### config.mk
export PLATFORM = sky130hd
export DESIGN_NAME = sms_port
export DESIGN_NICKNAME = d
export VERILOG_FILES = /design/src/hw/sms_pkg.sv /design/src/hw/sms_port.sv
export SDC_FILE = /design/constraint.sdc
export NUM_CORES = 1
export LEC_CHECK = 0
export ABC_AREA = 1
export BUFFER_PORTS_ARGS = -buffer_cell sky130_fd_sc_hd__buf_2
export CAP_MARGIN = 20
export CORE_ASPECT_RATIO = 1.4
export CORE_MARGIN = 4
export CORE_UTILIZATION = 35
export DETAILED_ROUTE_END_ITERATION = 6
export PLACE_DENSITY_LB_ADDON = 0.25
export SLEW_MARGIN = 20
export SYNTH_ARGS = -nofsm -noshare
export SYNTH_HDL_FRONTEND = slang
export SYNTH_SLANG_ARGS = --single-unit
export TNS_END_PERCENT = 100
### constraint.sdc
create_clock -name clk_sys -period 4 [get_ports clk_sys]
set_input_delay 0.4 -clock clk_sys [delete_from_list [all_inputs] [get_ports clk_sys]]
set_output_delay 0.4 -clock clk_sys [all_outputs]
set_load 0.02 [all_outputs]
### src/hw/sms_pkg.sv
// Constants, register map and carrier types for the serial port
package sms_pkg;

    localparam int SMS_ADDR_W = 3;
    localparam int SMS_DATA_W = 8;

    // Register offsets
    localparam logic [2:0] SMS_OFS_CTRL = 3'h0;
    localparam logic [2:0] SMS_OFS_STAT = 3'h1;
    localparam logic [2:0] SMS_OFS_DATA = 3'h2;
    localparam logic [2:0] SMS_OFS_PINS = 3'h3;
    localparam logic [2:0] SMS_OFS_PWR = 3'h4;

    // Control register fields
    localparam int SMS_CTRL_IRQ_EN = 7;
    localparam int SMS_CTRL_ENABLE = 6;
    localparam int SMS_CTRL_ORDER = 5;
    localparam int SMS_CTRL_MASTER = 4;
    localparam int SMS_CTRL_CPOL = 3;
    localparam int SMS_CTRL_CPHA = 2;
    localparam int SMS_CTRL_RATE_HI = 1;
    localparam int SMS_CTRL_RATE_LO = 0;

    // Status register fields
    localparam int SMS_STAT_DONE = 7;
    localparam int SMS_STAT_WRITE_COLLISION_FLAG = 6;
    localparam int SMS_STAT_DOUBLE = 0;

    // Pin control register fields
    localparam int SMS_PINS_MOSI_OE = 0;
    localparam int SMS_PINS_SCK_OE = 1;
    localparam int SMS_PINS_SS_OE = 2;
    localparam int SMS_PINS_MISO_OE = 3;
    localparam int SMS_PINS_SS_LEVEL = 4;

    // Power register field
    localparam int SMS_PWR_OFF = 0;

    // Reset values
    localparam logic [7:0] SMS_CTRL_RST = 8'h00;
    localparam logic [7:0] SMS_PINS_RST = 8'h10;
    localparam logic [7:0] SMS_DATA_RST = 8'h00;

    // Last bit index and last SCK edge index of a byte
    localparam logic [2:0] SMS_LAST_BIT = 3'h7;
    localparam logic [3:0] SMS_LAST_EDGE = 4'hf;

    // Least SCK phase the slave can see, in system cycles
    localparam int SMS_SCK_MIN_PHASE_CYC = 2;

    // SCK half period in system cycles, indexed by {double, rate}
    localparam logic [6:0] SMS_HALF_DIV [0:7] = '{
        7'h02, 7'h08, 7'h20, 7'h40, 7'h01, 7'h04, 7'h10, 7'h20
    };

    typedef struct packed {
        logic [2:0] addr;
        logic [7:0] wdata;
        logic wr;
        logic rd;
    } sms_bus_req_s;

    typedef struct packed {
        logic sck;
        logic mosi;
        logic miso;
        logic ss_n;
    } sms_pin_in_s;

    typedef struct packed {
        logic sck_o;
        logic sck_oe;
        logic mosi_o;
        logic mosi_oe;
        logic miso_o;
        logic miso_oe;
        logic ss_n_o;
        logic ss_n_oe;
    } sms_pin_out_s;

    typedef enum logic [0:0] {
        SMS_IDLE = 1'b0,
        SMS_RUN = 1'b1
    } sms_mstate_e;

endpackage

### src/hw/sms_port.sv
// Byte-wide serial port, master or slave, with register access
`timescale 1ns/1ps

// Overview of operation
// Full duplex: each bit out matched in
// Master selects slave low, releases high
// MOSI master-to-slave, MISO back, master clocks
// Master never drives select by itself
// Master write starts eight bits, sets flag
// Flag with enable raises interrupt request
// Next byte by rewrite; last byte kept
// Idle slave: MISO off, no shifting
// Slave sets flag after full byte
// Slave accepts new data, keeps received byte
// Transmit single buffered; no mid-byte writes
// Receive double buffered; unread byte overwritten
// External SCK phases exceed two cycles
// Enabled port forces pin directions; code only forces inputs off, outputs also need their pin-control enable bits
// Power-off bit holds port inactive
// Seven master rates including divide by two
// Order bit picks LSB or MSB first
// Write during transfer sets collision flag
// Completion interrupt can wake processor
// Slave select high resets shift logic
// Select low as master input: become slave
// Polarity and phase give four modes
// Divide by 4,16,64,128 or 2,8,32,64
// Data register: read receive, write transmit
module sms_port (
    // Clock and reset
    input wire logic clk_sys,
    input wire logic reset,
    // Register port
    input wire sms_pkg::sms_bus_req_s bus_req,
    output logic [7:0] bus_rdata,
    // Serial pins
    input wire sms_pkg::sms_pin_in_s pin_in,
    output sms_pkg::sms_pin_out_s pin_out,
    // Processor side
    input wire logic global_irq_enable,
    input wire logic irq_ack,
    output logic irq_req,
    output logic wake_req
);

    logic [7:0] serial_control_reg;
    logic [7:0] pin_ctl;
    logic serial_power_off_bit;
    logic double_rate_bit;
    logic transfer_done_flag;
    logic write_collision_flag;
    logic clear_armed;
    logic [7:0] shreg;
    logic [7:0] next_shreg;
    logic [7:0] rx_buf;
    logic out_bit;
    logic [2:0] bit_cnt;
    logic [3:0] edge_idx;
    logic [6:0] div_cnt;
    logic sck_drv;
    sms_pkg::sms_mstate_e mstate;

    // Two-stage synchronisers plus one history stage for SCK edges
    logic [3:0] pin_meta;
    logic [3:0] pin_sync;
    logic sck_hist;

    always_ff @(posedge clk_sys) begin
        if (reset) begin
            pin_meta <= 4'hf;
            pin_sync <= 4'hf;
            sck_hist <= 1'b1;
        end else begin
            pin_meta <= pin_in;
            pin_sync <= pin_meta;
            sck_hist <= pin_sync[3];
        end
    end

    logic sck_s;
    logic mosi_s;
    logic miso_s;
    logic ss_s;
    assign sck_s = pin_sync[3];
    assign mosi_s = pin_sync[2];
    assign miso_s = pin_sync[1];
    assign ss_s = pin_sync[0];

    // Control fields
    logic irq_en;
    logic port_en;
    logic lsb_first;
    logic master_select_bit;
    logic cpol;
    logic cpha;
    logic [1:0] rate_select_bits;
    assign irq_en = serial_control_reg[sms_pkg::SMS_CTRL_IRQ_EN];
    assign port_en = serial_control_reg[sms_pkg::SMS_CTRL_ENABLE] & ~serial_power_off_bit;
    assign lsb_first = serial_control_reg[sms_pkg::SMS_CTRL_ORDER];
    assign master_select_bit = serial_control_reg[sms_pkg::SMS_CTRL_MASTER];
    assign cpol = serial_control_reg[sms_pkg::SMS_CTRL_CPOL];
    assign cpha = serial_control_reg[sms_pkg::SMS_CTRL_CPHA];
    assign rate_select_bits = serial_control_reg[sms_pkg::SMS_CTRL_RATE_HI:sms_pkg::SMS_CTRL_RATE_LO];

    logic is_master;
    logic is_slave;
    logic slave_active;
    logic mode_fault;
    assign is_master = port_en & master_select_bit;
    assign is_slave = port_en & ~master_select_bit;
    assign slave_active = is_slave & ~ss_s;
    // Another master pulled select low while select is an input
    assign mode_fault = is_master & ~pin_ctl[sms_pkg::SMS_PINS_SS_OE] & ~ss_s;

    // Bus decode
    logic wr_ctrl;
    logic wr_stat;
    logic wr_data;
    logic wr_pins;
    logic wr_pwr;
    logic rd_stat;
    logic rd_data;
    assign wr_ctrl = bus_req.wr & (bus_req.addr == sms_pkg::SMS_OFS_CTRL);
    assign wr_stat = bus_req.wr & (bus_req.addr == sms_pkg::SMS_OFS_STAT);
    assign wr_data = bus_req.wr & (bus_req.addr == sms_pkg::SMS_OFS_DATA);
    assign wr_pins = bus_req.wr & (bus_req.addr == sms_pkg::SMS_OFS_PINS);
    assign wr_pwr = bus_req.wr & (bus_req.addr == sms_pkg::SMS_OFS_PWR);
    assign rd_stat = bus_req.rd & (bus_req.addr == sms_pkg::SMS_OFS_STAT);
    assign rd_data = bus_req.rd & (bus_req.addr == sms_pkg::SMS_OFS_DATA);

    // Edge events, master and slave share one shifter
    logic [6:0] half_div;
    logic m_tick;
    logic m_lead;
    logic m_trail;
    logic sck_rise;
    logic sck_fall;
    logic s_lead;
    logic s_trail;
    logic sample_ev;
    logic setup_ev;
    logic in_bit;
    logic [7:0] rx_next;
    logic busy;
    logic done_ev;
    logic wr_accept;
    logic wr_collide;

    assign half_div = sms_pkg::SMS_HALF_DIV[{double_rate_bit, rate_select_bits}];
    assign m_tick = (mstate == sms_pkg::SMS_RUN) & (div_cnt == half_div - 7'h01);
    assign m_lead = m_tick & ~edge_idx[0];
    assign m_trail = m_tick & edge_idx[0];
    assign sck_rise = sck_s & ~sck_hist;
    assign sck_fall = ~sck_s & sck_hist;
    assign s_lead = slave_active & (cpol ? sck_fall : sck_rise);
    assign s_trail = slave_active & (cpol ? sck_rise : sck_fall);
    assign sample_ev = cpha ? (m_trail | s_trail) : (m_lead | s_lead);
    assign setup_ev = cpha ? (m_lead | s_lead) : (m_trail | s_trail);
    // Master reads MISO straight from the pin: it answers our own SCK, and two
    // synchroniser stages would cost a whole bit at the divide-by-two rate
    assign in_bit = is_master ? pin_in.miso : mosi_s;
    // With sampling on the leading edge the byte is already complete at the last edge
    assign rx_next = sample_ev ? next_shreg : shreg;
    assign busy = (mstate == sms_pkg::SMS_RUN) | (slave_active & (bit_cnt != 3'h0));
    assign wr_accept = wr_data & ~busy & port_en;
    assign wr_collide = wr_data & busy;
    assign done_ev = (m_tick & (edge_idx == sms_pkg::SMS_LAST_EDGE))
                   | (is_slave & sample_ev & (bit_cnt == sms_pkg::SMS_LAST_BIT));

    // Incoming bit enters at the end opposite the one the outgoing bit leaves from
    always_comb begin
        if (lsb_first) begin
            next_shreg = {in_bit, shreg[7:1]};
        end else begin
            next_shreg = {shreg[6:0], in_bit};
        end
    end

    // Control register; master bit drops on a mode fault
    always_ff @(posedge clk_sys) begin
        if (reset) begin
            serial_control_reg <= sms_pkg::SMS_CTRL_RST;
        end else if (mode_fault) begin
            serial_control_reg[sms_pkg::SMS_CTRL_MASTER] <= 1'b0;
        end else if (wr_ctrl) begin
            serial_control_reg <= bus_req.wdata;
        end
    end

    // Status, pin and power registers
    always_ff @(posedge clk_sys) begin
        if (reset) begin
            double_rate_bit <= 1'b0;
            pin_ctl <= sms_pkg::SMS_PINS_RST;
            serial_power_off_bit <= 1'b0;
        end else begin
            if (wr_stat) begin
                double_rate_bit <= bus_req.wdata[sms_pkg::SMS_STAT_DOUBLE];
            end
            if (wr_pins) begin
                pin_ctl <= bus_req.wdata;
            end
            if (wr_pwr) begin
                serial_power_off_bit <= bus_req.wdata[sms_pkg::SMS_PWR_OFF];
            end
        end
    end

    // Flags clear by status read with flag set, then a data access; a new event wins
    always_ff @(posedge clk_sys) begin
        if (reset) begin
            transfer_done_flag <= 1'b0;
            write_collision_flag <= 1'b0;
            clear_armed <= 1'b0;
        end else begin
            if (rd_stat) begin
                clear_armed <= transfer_done_flag | write_collision_flag;
            end else if (rd_data | wr_data) begin
                clear_armed <= 1'b0;
            end
            if (done_ev | mode_fault) begin
                transfer_done_flag <= 1'b1;
            end else if ((clear_armed & (rd_data | wr_data)) | irq_ack) begin
                transfer_done_flag <= 1'b0;
            end
            if (wr_collide) begin
                write_collision_flag <= 1'b1;
            end else if (clear_armed & (rd_data | wr_data)) begin
                write_collision_flag <= 1'b0;
            end
        end
    end

    // Master clock generator
    always_ff @(posedge clk_sys) begin
        if (reset) begin
            mstate <= sms_pkg::SMS_IDLE;
            div_cnt <= 7'h00;
            edge_idx <= 4'h0;
            sck_drv <= 1'b0;
        end else begin
            case (mstate)
                sms_pkg::SMS_IDLE: begin
                    sck_drv <= cpol;
                    div_cnt <= 7'h00;
                    edge_idx <= 4'h0;
                    if (wr_accept & is_master) begin
                        mstate <= sms_pkg::SMS_RUN;
                    end
                end
                sms_pkg::SMS_RUN: begin
                    if (~is_master) begin
                        mstate <= sms_pkg::SMS_IDLE;
                    end else if (m_tick) begin
                        div_cnt <= 7'h00;
                        sck_drv <= ~sck_drv;
                        edge_idx <= edge_idx + 4'h1;
                        if (edge_idx == sms_pkg::SMS_LAST_EDGE) begin
                            mstate <= sms_pkg::SMS_IDLE;
                        end
                    end else begin
                        div_cnt <= div_cnt + 7'h01;
                    end
                end
                default: begin
                    mstate <= sms_pkg::SMS_IDLE;
                end
            endcase
        end
    end

    // Shift register, bit counter and data-out bit
    always_ff @(posedge clk_sys) begin
        if (reset) begin
            shreg <= sms_pkg::SMS_DATA_RST;
            bit_cnt <= 3'h0;
            out_bit <= 1'b0;
        end else if (wr_accept) begin
            shreg <= bus_req.wdata;
            bit_cnt <= 3'h0;
            out_bit <= lsb_first ? bus_req.wdata[0] : bus_req.wdata[7];
        end else if (is_slave & ss_s) begin
            bit_cnt <= 3'h0;
            out_bit <= lsb_first ? shreg[0] : shreg[7];
        end else if (~port_en) begin
            bit_cnt <= 3'h0;
        end else begin
            if (sample_ev) begin
                shreg <= next_shreg;
                bit_cnt <= bit_cnt + 3'h1;
            end
            if (setup_ev) begin
                out_bit <= lsb_first ? shreg[0] : shreg[7];
            end
        end
    end

    // Receive buffer: overwritten if software is late
    always_ff @(posedge clk_sys) begin
        if (reset) begin
            rx_buf <= sms_pkg::SMS_DATA_RST;
        end else if (done_ev) begin
            rx_buf <= rx_next;
        end
    end

    // Read data, one cycle after the strobe
    always_ff @(posedge clk_sys) begin
        if (reset) begin
            bus_rdata <= 8'h00;
        end else if (bus_req.rd) begin
            case (bus_req.addr)
                sms_pkg::SMS_OFS_CTRL: bus_rdata <= serial_control_reg;
                sms_pkg::SMS_OFS_STAT: bus_rdata <= {transfer_done_flag, write_collision_flag, 5'h00, double_rate_bit};
                sms_pkg::SMS_OFS_DATA: bus_rdata <= rx_buf;
                sms_pkg::SMS_OFS_PINS: bus_rdata <= pin_ctl;
                sms_pkg::SMS_OFS_PWR: bus_rdata <= {7'h00, serial_power_off_bit};
                default: bus_rdata <= 8'h00;
            endcase
        end else begin
            bus_rdata <= 8'h00;
        end
    end

    // Wake source from idle sleep is the flag with enable, not gated by the global interrupt enable
    assign irq_req = transfer_done_flag & irq_en & global_irq_enable;
    assign wake_req = transfer_done_flag & irq_en;

    // Pin overrides; select level is only what software sets
    always_comb begin
        pin_out.sck_o = sck_drv;
        pin_out.mosi_o = out_bit;
        pin_out.miso_o = out_bit;
        pin_out.ss_n_o = pin_ctl[sms_pkg::SMS_PINS_SS_LEVEL];
        pin_out.sck_oe = is_master & pin_ctl[sms_pkg::SMS_PINS_SCK_OE];
        pin_out.mosi_oe = is_master & pin_ctl[sms_pkg::SMS_PINS_MOSI_OE];
        pin_out.ss_n_oe = is_master & pin_ctl[sms_pkg::SMS_PINS_SS_OE];
        pin_out.miso_oe = slave_active & pin_ctl[sms_pkg::SMS_PINS_MISO_OE];
    end
endmodule

**Word-level counts from Yosys, hierarchy flattened**

Memory sizes are Yosys's and may differ from the RTL's.
Cells that the tools add are included.
W data, S select, Z words.

- Register bits: 71
- Bits in read-only memories: 56
- Bits in latches: 0
- Memories kept: 1
- RAM bits: 0
- Input port bits: 21

Memory list:

| name | words | bits a word | rd ports | clocked after memory_dff | write ports | line | source |
|---|---|---|---|---|---|---|---|
| (name not given) | 8 | 7 | 1 | 0 | 0 | sms_port.sv:149 | `assign half_div = sms_pkg::SMS_HALF_DIV[{double_rate_bit, rate_select_bits}];` |

- Bitwise operators: 58
- Shift-type cells: 0
- Divide/modulo/power cells: 0
- Order comparisons: 1
- Eq/ne operators: 10
- Add/subtract/negate cells: 4
- Reductions and logical operators: 15
- Multipliers: 0
- Muxes and demuxes: 39

Operators with widths:

| kind | number |
|---|---|
| $mux W8 | 5 |
| $pmux W8 S5 | 1 |
| $and A1 B1 Y1 | 36 |
| $mux W7 | 4 |
| $mux W1 | 23 |
| $pmux W7 S2 | 1 |
| $not A1 Y1 | 13 |
| $reduce_bool A3 Y1 | 3 |
| $mux W4 | 2 |
| $or A1 B1 Y1 | 8 |
| $pmux W4 S2 | 1 |
| $reduce_and A2 Y1 | 4 |
| $reduce_bool A2 Y1 | 4 |
| $add A7 B1 Y7 const B | 1 |
| $eq A7 B7 Y1 | 1 |
| $sub A7 B1 Y7 const B | 1 |
| $eq A3 B2 Y1 const B | 2 |
| $eq A3 B3 Y1 const B | 2 |
| $add A4 B1 Y4 const B | 1 |
| $eq A4 B4 Y1 const B | 1 |
| $ge A4 B4 Y1 const B | 1 |
| $ne A2 B1 Y1 const B | 2 |
| $not A3 Y4 | 1 |
| $pmux W1 S2 | 2 |
| other kinds (6) | 7 |

**Longest topological paths before layout**

Gate-level depths: netlist of the first run.

- Depth after elaboration: 15
- Depth in mapped cells: 20
- Mapped depth without buffers: 18

**Least setup slack after synthesis of the first run**

OpenSTA, ideal clock, no wires.

- Path kind: register -> register
- Start: register serial_control_reg[1]
- End: register rx_buf[3]
- Path slack: 1.818 ns
- Data arrival time: 2.071 ns
- Clock period less this slack: 2.182 ns
- Stages on the path, launching flop included: 20
- Data required time: 3.890 ns
- Library setup time: 0.110 ns
- Path through: dfxtp_1 -> buf_6 -> nor2_2 -> nand2_1 -> ha_1 -> nand2_1 -> inv_1 -> nor2_1 -> nand2_1 -> nor2_1 -> nand3_1 -> nor2_2 -> nand4_1 -> nand3_2 -> buf_6 -> nand3_4 -> nand2_4 -> nand2_1 -> clkinv_1 -> nor2_2

- Longest elaborated chain between the ends: 13

Ends and longest elaborated chain:

| element | line | source |
|---|---|---|
| start, declared | sms_port.sv:46 | `logic [7:0] serial_control_reg;` |
| start signal, assigned | sms_port.sv:182 | `serial_control_reg <= sms_pkg::SMS_CTRL_RST;` |
| start signal, assigned | sms_port.sv:186 | `serial_control_reg <= bus_req.wdata;` |
| $not A3 Y4 (not written as such) (*) | sms_port.sv:149 |  |
| $mem_v2 Z8 W7 (*) | n/a |  |
| $mux W7 (not written as such) (*) (2 in series) | sms_port.sv:149 |  |
| $sub A7 B1 Y7 (*) | sms_port.sv:150 | `assign m_tick = (mstate == sms_pkg::SMS_RUN) & (div_cnt == half_div - 7'h01);` |
| $eq A7 B7 Y1 (*) | sms_port.sv:150 |  |
| $and A1 B1 Y1 (*) | sms_port.sv:150 |  |
| $and A1 B1 Y1, on equally long branches | sms_port.sv:151, sms_port.sv:152 |  |
| $or A1 B1 Y1 | sms_port.sv:157 | `assign sample_ev = cpha ? (m_trail \| s_trail) : (m_lead \| s_lead);` |
| $mux W1 | sms_port.sv:157 |  |
| $and A1 B1 Y1 (2 in series) | sms_port.sv:168 | `\| (is_slave & sample_ev & (bit_cnt == sms_pkg::SMS_LAST_BIT));` |
| $or A1 B1 Y1 | sms_port.sv:168 |  |
| end signal, assigned | sms_port.sv:301 | `rx_buf <= sms_pkg::SMS_DATA_RST;` |
| end signal, assigned | sms_port.sv:303 | `rx_buf <= rx_next;` |
| end, declared | sms_port.sv:55 | `logic [7:0] rx_buf;` |

Every way passes the cells marked *; elsewhere a longest branch is shown, timed or not. The select of a mux whose other input is x is not followed.
A chain may end at the register's enable or synchronous reset.

**Worst setup path in the final report of the first run**

Same ends and word-level chain as after synthesis.

==> impl_metrics.py, run 1 <==
metrics = {
    "outcome": {
        "status": "finished clean",
    },
    "timing": {
        "worst_slack_ns": 1.45,
        "post-route-min-period_ns": 2.55,
        "min_period_over_period_pct": 63.8,
        "slew_headroom_pct": 52.5,
        "fin_skew_ns": 0.00321,
        "timing_hold_violations_final": 0,
        "setup_viol": 0,
        "tightest_slew_ns": 0.712,
        "rsz0062_at_grt": "no",
        "setup-tns-final_ns": 0,
        "slew_viol_final": 0,
        "fmax_mhz": 392,
    },
    "clock_network": {
        "hold_buffers": 0,
        "postCtsSetupRepairBufs": 0,
        "cts-root-buf": "clkbuf_16",
        "clk_latency_ns": 0.33,
        "clockBufferDepth": 2,
        "clk_pin_slew_ns": 0.05,
        "ctsResizeCount": 0,
        "htree_levels": 3,
        "clock_sinks": 69,
        "cts_buffers": 9,
        "tritoncts": "yes",
    },
    "hold_path": {
        "hp-class": "input port to flop",
        "worstHoldStart": "pin_in[0]",
        "min_to": "pin_meta[0]",
        "hold_depth": 2,
    },
    "power": {
        "power_frac_seq_pct": 44.5,
        "vdd_drop_max_mv": 0.189,
        "clkPwrFrac_pct": 49.3,
        "switchingPower_w": 0.000365,
        "power-per-cell-area_nw_per_um2": 388,
        "p_leak_nw": 1.74,
        "pwr-share-comb_pct": 6.2,
        "switching_share_pct": 22.9,
        "p_int_w": 0.00123,
    },
    "worst_setup_path": {
        "cp_data_arrival_time_ns": 2.82,
        "endpoint_kind": "flop",
        "crit_type": "flop to flop",
        "critPathLaunch": "serial_control_reg[1]",
        "worstReg2RegStart": "serial_control_reg[1]",
        "reg2reg_setup_slack_ns": 1.45,
        "start_kind": "flop",
        "path_max_fanout": 13,
        "r2r_cells": 18,
        "r2r-end": "rx_buf[3]",
        "crit_required_ns": 4.27,
    },
    "grt": {
        "grt_pass1_vias": 3261,
        "grt_max_degree": 45,
        "grt-ovfl-total": 0,
        "antenna_found_initial": 0,
        "track_usage_pct": 16.5,
        "grt_pass1_wl_mm": 15.5,
    },
    "final_layout": {
        "design_area_um2": 4110,
        "final_nets": 577,
        "num_antenna_cells": 0,
        "drive_gt1_share_pct": 14.8,
        "syn_to_final_growth_pct": 14.6,
        "nFillCells": 1048,
    },
    "logic_synthesis": {
        "synth_edf_count": 0,
        "syn_nets": 544,
        "yosys-top-cells-area": "dfxtp_1 (39%), nand2_1 (11%), inv_1 (7.7%), o21ai_0 (6.1%), nor2_1 (4.8%)",
        "syn_area_um2": 3590,
        "syn_inst": 517,
        "synth_most_common_cell": "nand2_1",
        "synth_common_cells": "nand2_1 (106), inv_1 (74), dfxtp_1 (69)",
        "synth.avg_cell_area_um2": 6.94,
        "ys_seq_area_share_pct": 38.5,
        "yosysTopAreaCell": "dfxtp_1",
        "synth.distinct_cells": 37,
        "ys.flop_type": "dfxtp_1",
        "synth_top_area_share_pct": 38.5,
        "synth_warnings": 0,
        "synthArstFlopShare_pct": 0,
        "ys_seq_elements": 69,
    },
    "placed_design": {
        "dp_hpwl_mm": 7.11,
        "portBuffers": 38,
        "place_area_um2": 3810,
        "place_ws_ns": 1.47,
        "routabilityCongestion": 0.900,
    },
    "floorplan": {
        "die_w_um": 93.5,
        "dieArea_um2": 12000,
        "core_area_um2": 9950,
        "ios": 39,
        "fp.dieH_um": 128,
        "rows": 43,
        "initial_utilization_pct": 36.0,
    },
    "drt": {
        "wire_per_inst_um": 13.6,
        "dr.pass1.iters": 4,
        "antenna_left": 0,
        "finalWirelength_mm": 9.39,
        "avgViaCountPerCell": 4.82,
        "drt-initial-drc-count": 162,
        "via_count": 3323,
        "drc": 0,
    },
    "run": {
        "drv_cap": 0,
    },
}
-- layout by cell type (no fill, tap or decap), types with 5 or more instances in the layout --
master	n
nand2_1	106
inv_1	74
dfxtp_1	69
nor2_1	46
o21ai_0	44
buf_2	38
nand3_1	33
a21oi_1	31
o22ai_1	14
nor2_2	11
nor3_1	9
clkinv_1	9
clkbuf_16	9
o21ai_1	6
or2_2	6
ha_1	6
nand4_1	5
xor2_1	5
-- power by group through the flow --
stage	Sequential (W)	Combinational, W	Clock [W]
2_1_floorplan	0.000719	0.0000706	0
6_report	0.000708	0.0000994	0.000785
3_3_place_gp	0.000723	0.0000985	0
4_1_cts	0.000708	0.0000998	0.000804
5_1_grt	0.000709	0.000113	0.000833
3_5_place_dp	0.000723	0.0000993	0
-- worst max-delay path by stage --
stage | depth (start not counted) | slack (ns) | endpoint
3_5_place_dp | 18 | 1.47 | rx_buf[3]
3_3_place_gp | 18 | 1.51 | rx_buf[3]
2_1_floorplan | 19 | 1.82 | rx_buf[3]
4_1_cts | 18 | 1.45 | rx_buf[3]
6_report | 18 | 1.45 | rx_buf[3]
5_1_grt | 17 | 1.13 | rx_buf[3]
-- critical path, cell delays in order, from the launching register on --
cell	delay [ns]
dfxtp_1	0.39
nor2_2	0.15
nand2_1	0.08
ha_1	0.31
nand2_1	0.07
inv_1	0.03
nor2_1	0.07
nand2_1	0.05
nor2_1	0.08
nand3_1	0.08
nor2_2	0.12
nand4_1	0.15
nand3_2	0.27
nand2_2	0.22
nand2_1	0.11
nand2_1	0.09
nand2_1	0.08
clkinv_1	0.07
nor2_2	0.07
-- area by class of cell --
class | instances | area, um2 | area share [%]
Clock buffer | 12 | 246 | 6.00
Clock inverter | 4 | 47.5 | 1.16
Inverter | 85 | 319 | 7.76
Multi-Input combinational cell | 346 | 1750 | 42.5
Sequential cell | 69 | 1380 | 33.6
Tap cell | 135 | 169 | 4.11
Timing Repair Buffer | 39 | 198 | 4.81
-- cell families (layout without fill, tap and decap cells) --
logic type | after synthesis | in the layout | synth area share [%]
compound gates | 105 | 105 | 16.0
xor+xnor | 8 | 8 | 1.95
fa+ha+maj | 6 | 6 | 2.09
buf+inv | 102 | 140 | 12.7
flops | 69 | 69 | 38.5
simple gates | 227 | 227 | 28.7
-- per-layer routing --
metal  vias up  routed length [um]  GRT usage (%)
li1       1731                   -              -
met1      1506                4050           19.2
met2        68                4720           28.3
met3        18                 361           3.41
met4         0                 249           8.42
met5         -                   0              0
-- per-stage QoR --
step	std cells	power [W]	hold slack (ns)	util, %
final	690	0.00159	0.251	41.3
after global routing	690	0.00166	0.247	41.3
after CTS	690	0.00161	0.240	41.3
after detailed placement	674	0.000822	0.396	38.3
after global placement	674	0.000821	0.392	38.3
after floorplan	517	0.000789	0.389	-
Note: power is estimated with default switching activity, not from simulation.
==> run 2: changes to the inputs <==
Clock period 4 ns to 2.2 ns, I/O delays scaled along.
==> impl_metrics.py, run 2 (synthesis results as in run 1) <==
metrics = {
    "worst_setup_path": {
        "path_cells": "nor2_4 -> nand2_2 -> ha_4 -> nand2_2 -> inv_2 -> nor2_2 -> nand2_1 -> nor2_1 -> nand3_1 -> nor2_2 -> nand4_1 -> nand3_4 -> buf_6 -> nand3_2 -> nand2_2 -> nand2_1 -> inv_2 -> nor2_2",
        "crit_type": "flop to flop",
        "cpMaxStageDelayCell": "dfxtp_2",
        "slowest_delay_ns": 0.33,
        "path_delay_family": "simple AND/OR/NAND/NOR gates",
        "path_max_fanout": 5,
        "crit_buf_inv": 3,
        "crit_required_ns": 2.43,
        "endpoint_kind": "flop",
        "start_kind": "flop",
        "cp_data_arrival_time_ns": 2.56,
    },
    "outcome": {
        "violations": "negative setup slack",
        "status": "complete, but fails checks",
    },
    "clock_network": {
        "clock_sinks": 69,
        "clockBufferDepth": 2,
        "tritoncts": "yes",
        "clk_latency_ns": 0.33,
        "cts_buffers": 9,
        "clk_pin_slew_ns": 0.05,
        "cts-root-buf": "clkbuf_16",
        "htree_levels": 3,
    },
    "timing": {
        "slew_headroom_pct": 73.6,
        "fmax_mhz": 429,
        "slew_viol_final": 0,
        "setup_viol": 21,
        "finalHoldWorstSlack_ns": 0.0734,
        "rsz0062_at_grt": "yes",
        "tightest_slew_ns": 0.386,
        "timing_hold_violations_final": 0,
        "worst_slack_ns": -0.130,
        "post-route-min-period_ns": 2.33,
        "fin_skew_ns": 0.00889,
        "min_period_over_period_pct": 106,
    },
    "run": {
        "drv_cap": 0,
    },
    "grt": {
        "grt_pass1_wl_mm": 16.2,
        "antenna_found_initial": 0,
        "track_usage_pct": 17.2,
        "grt-ovfl-total": 0,
        "grt_pass1_vias": 3361,
        "grt_max_degree": 42,
    },
    "drt": {
        "dr.pass1.iters": 5,
        "wire_per_inst_um": 13.8,
        "finalWirelength_mm": 9.92,
        "drt-initial-drc-count": 219,
        "drc": 0,
        "via_count": 3498,
        "avgViaCountPerCell": 4.88,
        "antenna_left": 0,
    },
    "final_layout": {
        "final_util_pct": 44.9,
        "multi_input_area_um2": 1910,
        "layout.area.seq_um2": 1380,
        "drive_gt1_share_pct": 24.2,
        "final_common_cell": "nand2_1",
        "design_area_um2": 4470,
        "syn_to_final_growth_pct": 24.6,
        "num_antenna_cells": 0,
        "finalNonFillerCells": 717,
        "nFillCells": 1038,
        "layout_common_cells": "nand2_1 (93), inv_1 (73), dfxtp_1 (67)",
        "final_nets": 604,
    },
    "placed_design": {
        "portBuffers": 38,
        "place_area_um2": 3960,
        "routabilityCongestion": 0.890,
        "dp_cells": 693,
        "place_ws_ns": -0.106,
        "dp_hpwl_mm": 7.21,
    },
    "power": {
        "p_leak_nw": 1.91,
        "vdd_drop_max_mv": 0.305,
        "power-per-cell-area_nw_per_um2": 637,
    },
    "floorplan": {
        "rows": 43,
        "dieArea_um2": 12000,
        "core_area_um2": 9950,
        "initial_utilization_pct": 36.0,
        "die_w_um": 93.5,
        "fp.dieH_um": 128,
        "ios": 39,
    },
    "hold_path": {
        "hp-class": "input port to flop",
    },
}
==> run 2: what timing repair did <==
item	4_1_cts	5_1_grt
buffers inserted	2	3
gates cloned	3	0
pin swaps	7	17
resized for setup	15	39
endpoints found under the setup margin	21	32
hold buffers	0	0
==> run 2: per-stage QoR <==
stage	TNS (ns)	power (W)
floorplan	0	0.00143
global placement	-0.304	0.00150
detailed placement	-1.09	0.00151
CTS	-1.63	0.00285
global route	-7.10	0.00295
finish	-1.58	0.00284
==> run 2: worst paths after layout <==
kind	from	to	slack (ns)	depth (start not counted)
worst max-delay path	serial_control_reg[0]	rx_buf[5]	-0.13	18
worst max register to register	serial_control_reg[0]	rx_buf[5]	-0.13	18
worst min register to register	pin_meta[0]	pin_sync[0]	0.40	1
worst min-delay path	pin_in[0]	pin_meta[0]	0.07	2
==> run 2: metal layers <==
| metal | up-vias | track usage (%) | part of all wire (%) |
|---|---|---|---|
| met5 | - | 0 | 0 |
| met4 | 0 | 8.16 | 2.8 |
| met3 | 18 | 2.82 | 4.3 |
| met2 | 85 | 29.9 | 51 |
| met1 | 1605 | 20.4 | 42 |
| li1 | 1790 | - | - |
==> run 2: power breakdown <==
| group | switching [W] | leakage (nW) | internal [W] |
|---|---|---|---|
| Sequential | 0.0000140 | 0.560 | 0.00127 |
| Combinational | 0.000144 | 1.21 | 0.0000828 |
| Clock | 0.000510 | 0.134 | 0.000824 |
| Total | 0.000668 | 1.91 | 0.00218 |
==> run 2: area by class of cell <==
| class | instances | area share, % |
|---|---|---|
| clock inverter | 1 | 0.112 |
| multi-input combinational | 347 | 42.8 |
| clock buffer | 15 | 5.99 |
| sequential | 69 | 31.0 |
| inverter | 85 | 7.14 |
| tap | 135 | 3.78 |
| timing repair buffer | 65 | 9.21 |
==> run 3: changes to the inputs <==
Settings changed: SETUP_SLACK_MARGIN set to 0.4, SKIP_CTS_REPAIR_TIMING set to 1, TNS_END_PERCENT 100 to 50.
==> impl_metrics.py, run 3 (synthesis results as in run 1) <==
metrics = {
    "final_layout": {
        "design_area_um2": 4560,
        "layout_common_cells": "nand2_1 (93), inv_1 (70), dfxtp_1 (68)",
        "num_antenna_cells": 0,
        "final_util_pct": 45.8,
        "final_common_cell": "nand2_1",
        "final_nets": 603,
        "drive_gt1_share_pct": 25.6,
        "layout.area.seq_um2": 1380,
        "nFillCells": 1014,
        "multi_input_area_um2": 1930,
        "syn_to_final_growth_pct": 27.2,
    },
    "power": {
        "p_leak_nw": 1.95,
        "power-per-cell-area_nw_per_um2": 695,
        "p_total_w": 0.00317,
        "vdd_drop_max_mv": 0.317,
    },
    "drt": {
        "drc": 0,
        "avgViaCountPerCell": 4.93,
        "dr.pass1.iters": 4,
        "wire_per_inst_um": 13.8,
        "drt-initial-drc-count": 183,
        "finalWirelength_mm": 9.85,
        "via_count": 3527,
        "antenna_left": 0,
    },
    "timing": {
        "timing_hold_violations_final": 0,
        "setup-tns-final_ns": -3.58,
        "post-route-min-period_ns": 2.43,
        "fmax_mhz": 412,
        "slew_viol_final": 0,
        "setup_viol": 21,
        "min_period_over_period_pct": 110,
        "rsz0062_at_grt": "yes",
        "finalHoldWorstSlack_ns": 0.0589,
        "fin_skew_ns": 0.00809,
        "tightest_slew_ns": 0.470,
        "slew_headroom_pct": 67.9,
        "worst_slack_ns": -0.227,
    },
    "worst_setup_path": {
        "slowest_delay_ns": 0.33,
        "cp_data_arrival_time_ns": 2.67,
        "start_kind": "flop",
        "worstReg2RegStart": "serial_control_reg[1]",
        "crit_required_ns": 2.44,
        "path_max_fanout": 8,
        "crit_buf_inv": 3,
        "cpMostUsedCell": "nor2_2",
        "path_cells": "nor2_4 -> nand2_2 -> ha_4 -> nand2_2 -> inv_2 -> nor2_2 -> nand2_1 -> nor2_1 -> nand3_1 -> nor2_2 -> nand4_1 -> nand3_4 -> buf_12 -> nand3_4 -> nand2_4 -> nand2_1 -> clkinv_1 -> nor2_2",
        "endpoint_kind": "flop",
        "critPathLaunch": "serial_control_reg[1]",
        "crit_type": "flop to flop",
        "path_delay_family": "simple AND/OR/NAND/NOR gates",
        "cpMaxStageDelayCell": "dfxtp_2",
    },
    "placed_design": {
        "place_area_um2": 3980,
        "dp_hpwl_mm": 7.31,
        "routabilityCongestion": 0.915,
        "portBuffers": 38,
    },
    "clock_network": {
        "clk_latency_ns": 0.34,
        "clk_pin_slew_ns": 0.06,
        "tritoncts": "yes",
        "htree_levels": 3,
        "clockBufferDepth": 2,
        "cts_buffers": 9,
        "cts-root-buf": "clkbuf_16",
        "clock_sinks": 69,
    },
    "grt": {
        "grt_max_degree": 42,
        "grt_pass1_wl_mm": 15.6,
        "grt_pass1_vias": 3327,
        "antenna_found_initial": 0,
        "track_usage_pct": 16.7,
        "grt-ovfl-total": 0,
    },
    "floorplan": {
        "fp.dieH_um": 128,
        "initial_utilization_pct": 36.0,
        "ios": 39,
        "core_area_um2": 9950,
        "die_w_um": 93.5,
        "dieArea_um2": 12000,
        "rows": 43,
    },
    "outcome": {
        "violations": "negative setup slack",
        "status": "complete, but fails checks",
    },
    "hold_path": {
        "worstHoldStart": "pin_in[2]",
        "hp-class": "input port to flop",
    },
    "run": {
        "drv_cap": 0,
    },
}
==> run 3: path summary, 6_finish.rpt <==
path / to / slack, ns / cells after the start
worst min-delay path: pin_meta[2] / 0.06 / 2
worst max-delay path: rx_buf[5] / -0.23 / 18
worst max register to register: rx_buf[5] / -0.23 / 18
worst min register to register: pin_sync[0] / 0.41 / 1
==> run 3: cell type report <==
| type | instances | area share [%] |
|---|---|---|
| Timing Repair Buffer | 64 | 9.02 |
| Inverter | 85 | 6.99 |
| Clock buffer | 13 | 6.14 |
| Clock inverter | 3 | 1.43 |
| Sequential cell | 69 | 30.3 |
| Tap cell | 135 | 3.70 |
| Multi-Input combinational cell | 347 | 42.4 |
==> run 3: through the flow <==
step / setup slack (ns) / cells
2_1_floorplan: 0.0431 / 517
3_3_place_gp: -0.0593 / 695
3_5_place_dp: -0.132 / 695
4_1_cts: -0.160 / 711
5_1_grt: -0.429 / 716
6_report: -0.227 / 716
==> run 3: report_power, final <==
group          total [W]  switching (W)  internal, W
clock            0.00166       0.000546      0.00111
combinational   0.000228       0.000143    0.0000855
sequential       0.00128      0.0000144      0.00127
==> run 3: routing by layer <==
layer  global-route usage [%]  up-vias  wire, um
met5                        0        -         0
met4                     7.65        0       303
met3                     3.58       24       401
met2                     29.7       89      5080
met1                     18.8     1631      4060
li1                         -     1783         -
